$ cat config.mk
export PLATFORM = sky130hd
export DESIGN_NAME = scpm_host
export DESIGN_NICKNAME = d
export VERILOG_FILES = /design/src/hw/scpm_byte_shift.v /design/src/hw/scpm_host.v
export VERILOG_INCLUDE_DIRS = /design/src /design/src/hw
export SDC_FILE = /design/constraint.sdc
export NUM_CORES = 1
export LEC_CHECK = 0
export BUFFER_PORTS_ARGS = -buffer_cell sky130_fd_sc_hd__buf_2
export CORE_ASPECT_RATIO = 1.4
export CORE_MARGIN = 2
export CORE_UTILIZATION = 65
export CTS_BUF_LIST = sky130_fd_sc_hd__clkbuf_4
export CTS_CLUSTER_DIAMETER = 120
export CTS_CLUSTER_SIZE = 30
export DETAILED_ROUTE_END_ITERATION = 10
export PLACE_DENSITY = 0.87
export SLEW_MARGIN = 5
export SYNTH_ARGS = -nofsm -noshare
export SYNTH_HDL_FRONTEND = slang
export SYNTH_SLANG_ARGS = --single-unit
export TNS_END_PERCENT = 100
$ cat constraint.sdc
create_clock -name i_clock -period 5.43 [get_ports i_clock]
set_clock_uncertainty 0.15 [all_clocks]
set_input_delay 0.543 -clock i_clock [delete_from_list [all_inputs] [get_ports i_clock]]
set_output_delay 0.543 -clock i_clock [all_outputs]
set_load 0.03 [all_outputs]
$ cat src/hw/scpm_defs.vh
// constants for the serial control port host master
`ifndef SCPM_DEFS_VH
`define SCPM_DEFS_VH
// command/address byte layout
`define SCPM_RW_BIT        7
`define SCPM_READ          1'b1
`define SCPM_WRITE         1'b0
`define SCPM_ADDR_W        7
// configuration register, its fields and the two indirect registers
`define SCPM_CFG_ADDR      7'h00
`define SCPM_CHAIN_BIT     7
`define SCPM_RELEASE_BIT   6
`define SCPM_IND_LO_ADDR   7'h1D
`define SCPM_IND_HI_ADDR   7'h1E
// serial clock timing: half period in ns, 100 MHz system clock
`define SCPM_CLK_NS        10
`define SCPM_HALF_NS       500
`define SCPM_HALF_CYC      ((`SCPM_HALF_NS + `SCPM_CLK_NS - 1) / `SCPM_CLK_NS)
// chip select high time between bytes, in half periods
`define SCPM_GAP_HALVES    2
`endif

$ cat src/hw/scpm_byte_shift.v
// one byte shifter: msb first, drive on fall, sample on rise
`timescale 1ns/100ps
module scpm_byte_shift #(
   parameter WIDTH = 8
) (
   // clock and reset
   input  wire             i_clock,
   input  wire             i_arst_n,
   // control
   input  wire             i_load,
   input  wire [WIDTH-1:0] i_data,
   input  wire             i_fall,
   input  wire             i_rise,
   input  wire             i_sdi,
   // results
   output reg              o_sdo,
   output reg  [WIDTH-1:0] o_rx
);
   reg [WIDTH-1:0] tx;

   always @(posedge i_clock or negedge i_arst_n) begin
      if (!i_arst_n) begin
         tx    <= {WIDTH{1'b0}};
         o_sdo <= 1'b1;
         o_rx  <= {WIDTH{1'b0}};
      end else if (i_load) begin
         // first fall repeats the msb: no bit may leave before a rise
         tx    <= i_data;
         o_sdo <= i_data[WIDTH-1];
      end else begin
         if (i_fall) begin
            o_sdo <= tx[WIDTH-1];
            tx    <= {tx[WIDTH-2:0], 1'b0};
         end
         if (i_rise)
            o_rx <= {o_rx[WIDTH-2:0], i_sdi};
      end
   end
endmodule // scpm_byte_shift

$ cat src/hw/scpm_host.v
// host master for the device's four wire serial control port
`timescale 1ns/100ps
`include "scpm_defs.vh"
module scpm_host #(
   parameter HALF_CYC = `SCPM_HALF_CYC,
   parameter CHAIN_N  = 8
) (
   // clock and reset
   input  wire               i_clock,
   input  wire               i_arst_n,
   // user request
   input  wire               i_req,
   input  wire               i_read,
   input  wire [6:0]         i_addr,
   input  wire [7:0]         i_wdata,
   input  wire [CHAIN_N-1:0] i_chain_sel,
   output wire               o_ready,
   output reg                o_done,
   output reg  [7:0]         o_rdata,
   output reg                o_chain_mode_enable,
   // serial pins
   output reg                o_sclk,
   output reg                o_cs_n,
   output wire               o_sdi,
   output reg                o_sdi_oe,
   input  wire               i_sdo
);
   localparam ST_IDLE  = 3'd0;
   localparam ST_SETUP = 3'd1;
   localparam ST_SHIFT = 3'd2;
   localparam ST_HOLD  = 3'd3;
   localparam ST_GAP   = 3'd4;
   localparam ST_END   = 3'd5;
   localparam [3:0] GAP_LAST = `SCPM_GAP_HALVES - 1;

   reg  [2:0]  state;
   reg  [2:0]  next_state;
   reg  [15:0] tick;
   reg  [3:0]  halves;
   reg  [1:0]  byte_idx;
   reg  [1:0]  last_idx;
   reg         rd;
   reg  [6:0]  addr;
   reg  [7:0]  wdata;
   reg  [7:0]  sel;
   reg         sdo_meta;
   reg         sdo_sync;
   reg         load;
   reg  [7:0]  load_data;
   wire        half_end;
   wire        hold_end;
   wire        fall;
   wire        rise;
   wire [7:0]  rx;

   assign half_end = (tick == HALF_CYC[15:0] - 16'h0001);
   assign fall     = (state == ST_SHIFT) && half_end && o_sclk;
   assign rise     = (state == ST_SHIFT) && half_end && !o_sclk;
   assign o_ready  = (state == ST_IDLE);
   assign hold_end = (state == ST_HOLD) && half_end;

   // device output passes two flops before the shifter samples it
   always @(posedge i_clock or negedge i_arst_n) begin
      if (!i_arst_n) begin
         sdo_meta <= 1'b1;
         sdo_sync <= 1'b1;
      end else begin
         sdo_meta <= i_sdo;
         sdo_sync <= sdo_meta;
      end
   end

   scpm_byte_shift #(
      .WIDTH (8)
   ) u_shift (
      .i_clock  (i_clock),
      .i_arst_n (i_arst_n),
      .i_load   (load),
      .i_data   (load_data),
      .i_fall   (fall),
      .i_rise   (rise),
      .i_sdi    (sdo_sync),
      .o_sdo    (o_sdi),
      .o_rx     (rx)
   );

   // byte sequence: optional chain select, command, data
   always @* begin
      load_data = 8'h00;
      if (byte_idx == last_idx - 2'd1)
         load_data = {rd, addr};
      else if (byte_idx == last_idx)
         load_data = wdata;
      else
         load_data = sel;
   end

   always @* begin
      next_state = state;
      case (state)
         ST_IDLE: begin
            if (i_req)
               next_state = ST_SETUP;
         end
         ST_SETUP: begin
            if (half_end)
               next_state = ST_SHIFT;
         end
         ST_SHIFT: begin
            // sixteen halves leave the clock high again
            if (half_end && halves == 4'd15)
               next_state = ST_HOLD;
         end
         ST_HOLD: begin
            if (half_end && byte_idx == last_idx)
               next_state = ST_END;
            else if (half_end)
               next_state = ST_GAP;
         end
         ST_GAP: begin
            if (half_end && halves == GAP_LAST)
               next_state = ST_SETUP;
         end
         ST_END: begin
            next_state = ST_IDLE;
         end
         default: begin
            next_state = ST_IDLE;
         end
      endcase
   end

   // state register
   always @(posedge i_clock or negedge i_arst_n) begin
      if (!i_arst_n) begin
         state <= ST_IDLE;
      end else begin
         state <= next_state;
      end
   end

   // half period timer, restarted on every state change
   always @(posedge i_clock or negedge i_arst_n) begin
      if (!i_arst_n) begin
         tick <= 16'h0000;
      end else if (state == ST_IDLE || next_state != state) begin
         tick <= 16'h0000;
      end else if (half_end) begin
         tick <= 16'h0000;
      end else begin
         tick <= tick + 16'h0001;
      end
   end

   // halves counted only while shifting or waiting between bytes
   always @(posedge i_clock or negedge i_arst_n) begin
      if (!i_arst_n) begin
         halves <= 4'h0;
      end else begin
         case (state)
            ST_SHIFT: begin
               if (half_end)
                  halves <= halves + 4'h1;
            end
            ST_GAP: begin
               if (half_end)
                  halves <= halves + 4'h1;
            end
            default: begin
               halves <= 4'h0;
            end
         endcase
      end
   end

   // request captured once; later i_req changes cannot disturb a frame
   always @(posedge i_clock or negedge i_arst_n) begin
      if (!i_arst_n) begin
         rd       <= 1'b0;
         addr     <= 7'h00;
         wdata    <= 8'h00;
         sel      <= 8'h00;
         last_idx <= 2'd1;
      end else if (state == ST_IDLE && i_req) begin
         rd               <= i_read;
         addr             <= i_addr;
         wdata            <= i_wdata;
         sel              <= 8'h00;
         sel[CHAIN_N-1:0] <= i_chain_sel;
         last_idx         <= o_chain_mode_enable ? 2'd2 : 2'd1;
      end
   end

   // byte index and shifter load pulse
   always @(posedge i_clock or negedge i_arst_n) begin
      if (!i_arst_n) begin
         byte_idx <= 2'd0;
         load     <= 1'b0;
      end else begin
         load <= 1'b0;
         if (state == ST_IDLE && i_req) begin
            byte_idx <= 2'd0;
            load     <= 1'b1;
         end else if (hold_end && byte_idx != last_idx) begin
            byte_idx <= byte_idx + 2'd1;
            load     <= 1'b1;
         end
      end
   end

   // serial clock, high whenever no byte is shifting
   always @(posedge i_clock or negedge i_arst_n) begin
      if (!i_arst_n) begin
         o_sclk <= 1'b1;
      end else if (state == ST_IDLE) begin
         o_sclk <= 1'b1;
      end else if (state == ST_SHIFT && half_end) begin
         o_sclk <= ~o_sclk;
      end
   end

   // select falls one clock into setup, two half periods less one clock before the first fall
   always @(posedge i_clock or negedge i_arst_n) begin
      if (!i_arst_n) begin
         o_cs_n <= 1'b1;
      end else if (state == ST_SETUP) begin
         o_cs_n <= 1'b0;
      end else if (hold_end) begin
         o_cs_n <= 1'b1;
      end
   end

   // release the shared wire for the read data byte
   always @(posedge i_clock or negedge i_arst_n) begin
      if (!i_arst_n) begin
         o_sdi_oe <= 1'b0;
      end else if (state == ST_SETUP) begin
         o_sdi_oe <= !(rd && byte_idx == last_idx);
      end else if (hold_end) begin
         o_sdi_oe <= 1'b0;
      end
   end

   // completion pulse and read data
   always @(posedge i_clock or negedge i_arst_n) begin
      if (!i_arst_n) begin
         o_done  <= 1'b0;
         o_rdata <= 8'h00;
      end else begin
         o_done <= (state == ST_END);
         if (state == ST_END && rd) begin
            o_rdata <= rx;
         end
      end
   end

   // chain mode mirrors our own writes to register 0; a write that
   // reaches no device is still taken, a limitation of tracking it here
   always @(posedge i_clock or negedge i_arst_n) begin
      if (!i_arst_n) begin
         o_chain_mode_enable <= 1'b0;
      end else if (state == ST_END && !rd && addr == `SCPM_CFG_ADDR) begin
         o_chain_mode_enable <= wdata[`SCPM_CHAIN_BIT];
      end
   end
endmodule // scpm_host

==> summary.txt <==
CP Cell Sequence -> inv_1 > ha_1 > nor3b_2 > and4_1 > nor2_1 > o221ai_1 > nor2_1
Critical Path AT -> 2.84 ns
WHS -> 0.01552 ns
Synthesis Warnings -> 0
Run status -> completed
Placement Rows -> 33
Initial Util -> 66.47%
CTS H-tree depth -> 3
Synth Instances -> 323
Leak -> 2.061 nW
CTS Hold Bufs -> 0
Width of the die -> 68.98 µm
Fraction of layout cells with a size suffix above 1 -> 34.05%
CTS tree -> built
Worst setup EP type -> register
CTS Buffer Depth -> 2
Most frequent cell after synthesis -> dfrtp_1
Core Area -> 5781 µm²
Final Hold Fails -> 0
IO Port Bufs -> 42
Post-synth net total -> 355
Tmin final -> 2.678 ns
Vias in the first global route -> 2504
Total wire length -> 7130 µm
RSZ-0062 raised after global routing -> false
Num CTS Buffers -> 9
Slew Viols, Final -> 0
Via density -> 5.841
Fillers -> 397
Ys async rst share -> 100.0%
Post-Syn Area -> 3842 µm²
Routed wire per std cell -> 16.20 µm
Slew headroom -> 32.14%
Max-cap violations -> 0
VDD IR max -> 0.3247 mV
Critical path peak fanout -> 12
Pwr dens -> 425.2 nW/µm²
CP startpoint -> tick[1]
Fin crit share -> 49.31%
Setup violations, final -> 0
GRT Residual Overflow -> 0
Layout area overhead -> 9.769%
Antenna cells -> 0
Min-delay src -> i_sdo
Setup TNS -> 0 ns
CP dominant cell by count -> nor2_1
Top cells by count, synth -> dfrtp_1, mux2_2, nor2_1
Syn Area/Cell -> 11.90 µm²
Top cell type by total area after synthesis -> dfrtp_1
Largest net degree at the start of global routing -> 85
Worst-Margin Slew -> 1.018 ns
Post-synth EDFFs -> 0
Die area -> 6551 µm²
Clock sink count -> 84
Vias -> 2570
Slowest CP cell -> o221ai_1
#FFs+latches synth -> 84
Req. time, crit path -> 5.59 ns
WS Path Type -> register to register
Fmax -> 373.5 MHz
Post-synth top area share -> 50.80%
DR iter-0 viols -> 188
Cells taking the most area after synthesis -> dfrtp_1, mux2_2, dfstp_2
Seq/Total Area, Yosys -> 54.90%
DRC Markers -> 0
Post-DP HPWL -> 5011 µm
Worst setup SP type -> register
Final net count -> 397
Pre-Repair DR Iteration Count -> 4
Count of cell types in the netlist -> 43
First-pass GRT wire length -> 11590 µm
Io pins -> 43
GPL Wtd Cong -> 0.8741
Worst-Skew Late Latency -> 0.46 ns
Min-delay worst type -> input pin to register
Root Buffer -> clkbuf_4
Cts repair resizes -> 0
Predominant post-synthesis flop cell -> dfrtp_1
Initial antenna violation count -> 0
Gr usage total -> 24.14%
Die Ht -> 94.97 µm
Final Power -> 1.793 mW
Post-CTS Setup Bufs -> 0
Clk pin slew, worst setup/hold paths -> 0.14 ns
CP max stage delay -> 0.69 ns
Post-DRT Antenna Nets -> 0
Worst R2R Start -> tick[1]
-- layer usage --
metal / share of wire [%] / track usage [%] / vias to the layer above
li1: - / - / 1211
met5: 0 / 0 / -
met3: 4.0 / 4.410 / 13
met2: 54 / 41.51 / 65
met1: 40 / 29.00 / 1281
met4: 2.3 / 10.29 / 0
-- worst paths after layout --
kind	to	slack, ns	cells past startpoint
max in group asynchronous	u_shift.tx[0]	4.39	1
worst max register to register	tick[11]	2.75	7
worst min-delay path	sdo_meta	0.02	1
worst max-delay path	tick[11]	2.75	7
min in group asynchronous	halves[2]	0.10	1
worst min register to register	sdo_sync	0.22	0
-- metrics by stage --
stage | util (%) | worst slack (ns) | cells | cell area, µm²
floorplan | - | 3.315 | 323 | 3842
global placement | 70.91 | 2.911 | 424 | 4099
detailed placement | 70.91 | 2.826 | 424 | 4099
CTS | 72.97 | 2.785 | 440 | 4218
global route | 72.97 | 2.464 | 440 | 4218
finish | 72.97 | 2.752 | 440 | 4218
-- layout by cell type (no fill, tap or decap), drive strengths merged, types with 3 or more instances in the layout --
cell / instances
nor3b: 4
and3: 3
nand2b: 4
nor4: 5
buf: 43
dfstp: 6
a21oi: 16
mux2: 52
ha: 4
nor2b: 3
mux2i: 7
clkinv: 4
o21ai: 6
xnor2: 10
inv: 8
nor2: 38
nand4: 4
nand3: 11
nand2: 19
clkbuf: 9
dfrtp: 78
xor2: 12
nor3: 4
-- sequential cells by signal, summed over array words and instances (netlist names), 2 cells and up --
name	flops
addr	7
byte_idx	2
halves	4
last_idx	2
o_rdata	8
sel	8
state	3
tick	16
u_shift.o_rx	8
u_shift.tx	8
wdata	8
-- worst max-delay path, delay by kind of cell (launching register included) --
kind / cells / cell delay (ns)
buf+inv: 1 / 0.07
simple gates: 4 / 1.06
compound gates: 1 / 0.69
flops: 1 / 0.43
fa+ha+maj: 1 / 0.13
-- cell type report --
type	count	area (µm²)	area share (%)
Multi-Input combinational cell	221	1659	39.34
Tap cell	70	87.58	2.077
Inverter	6	22.52	0.5340
Clock inverter	7	51.30	1.216
Clock buffer	9	67.56	1.602
Timing Repair Buffer	43	220.2	5.221
Sequential cell	84	2110	50.01
-- cells by family (layout without fill, tap and decap cells) --
| family | after synthesis | in the layout | synth area share [%] |
|---|---|---|---|
| xor+xnor | 22 | 22 | 5.015 |
| mux | 59 | 59 | 17.06 |
| flops | 84 | 84 | 54.90 |
| simple gates | 101 | 101 | 14.16 |
| buf+inv | 18 | 65 | 1.921 |
| fa+ha+maj | 4 | 4 | 1.303 |
| compound gates | 35 | 35 | 5.634 |
-- report_power, final --
group / leakage [nW] / internal, mW / total [mW] / switching [mW]
logic: 0.908 / 0.256 / 0.526 / 0.270
clock network: 0.0643 / 0.0963 / 0.325 / 0.228
registers: 1.09 / 0.799 / 0.942 / 0.143
total: 2.06 / 1.15 / 1.79 / 0.642
Power figures use the tool's default switching activity.
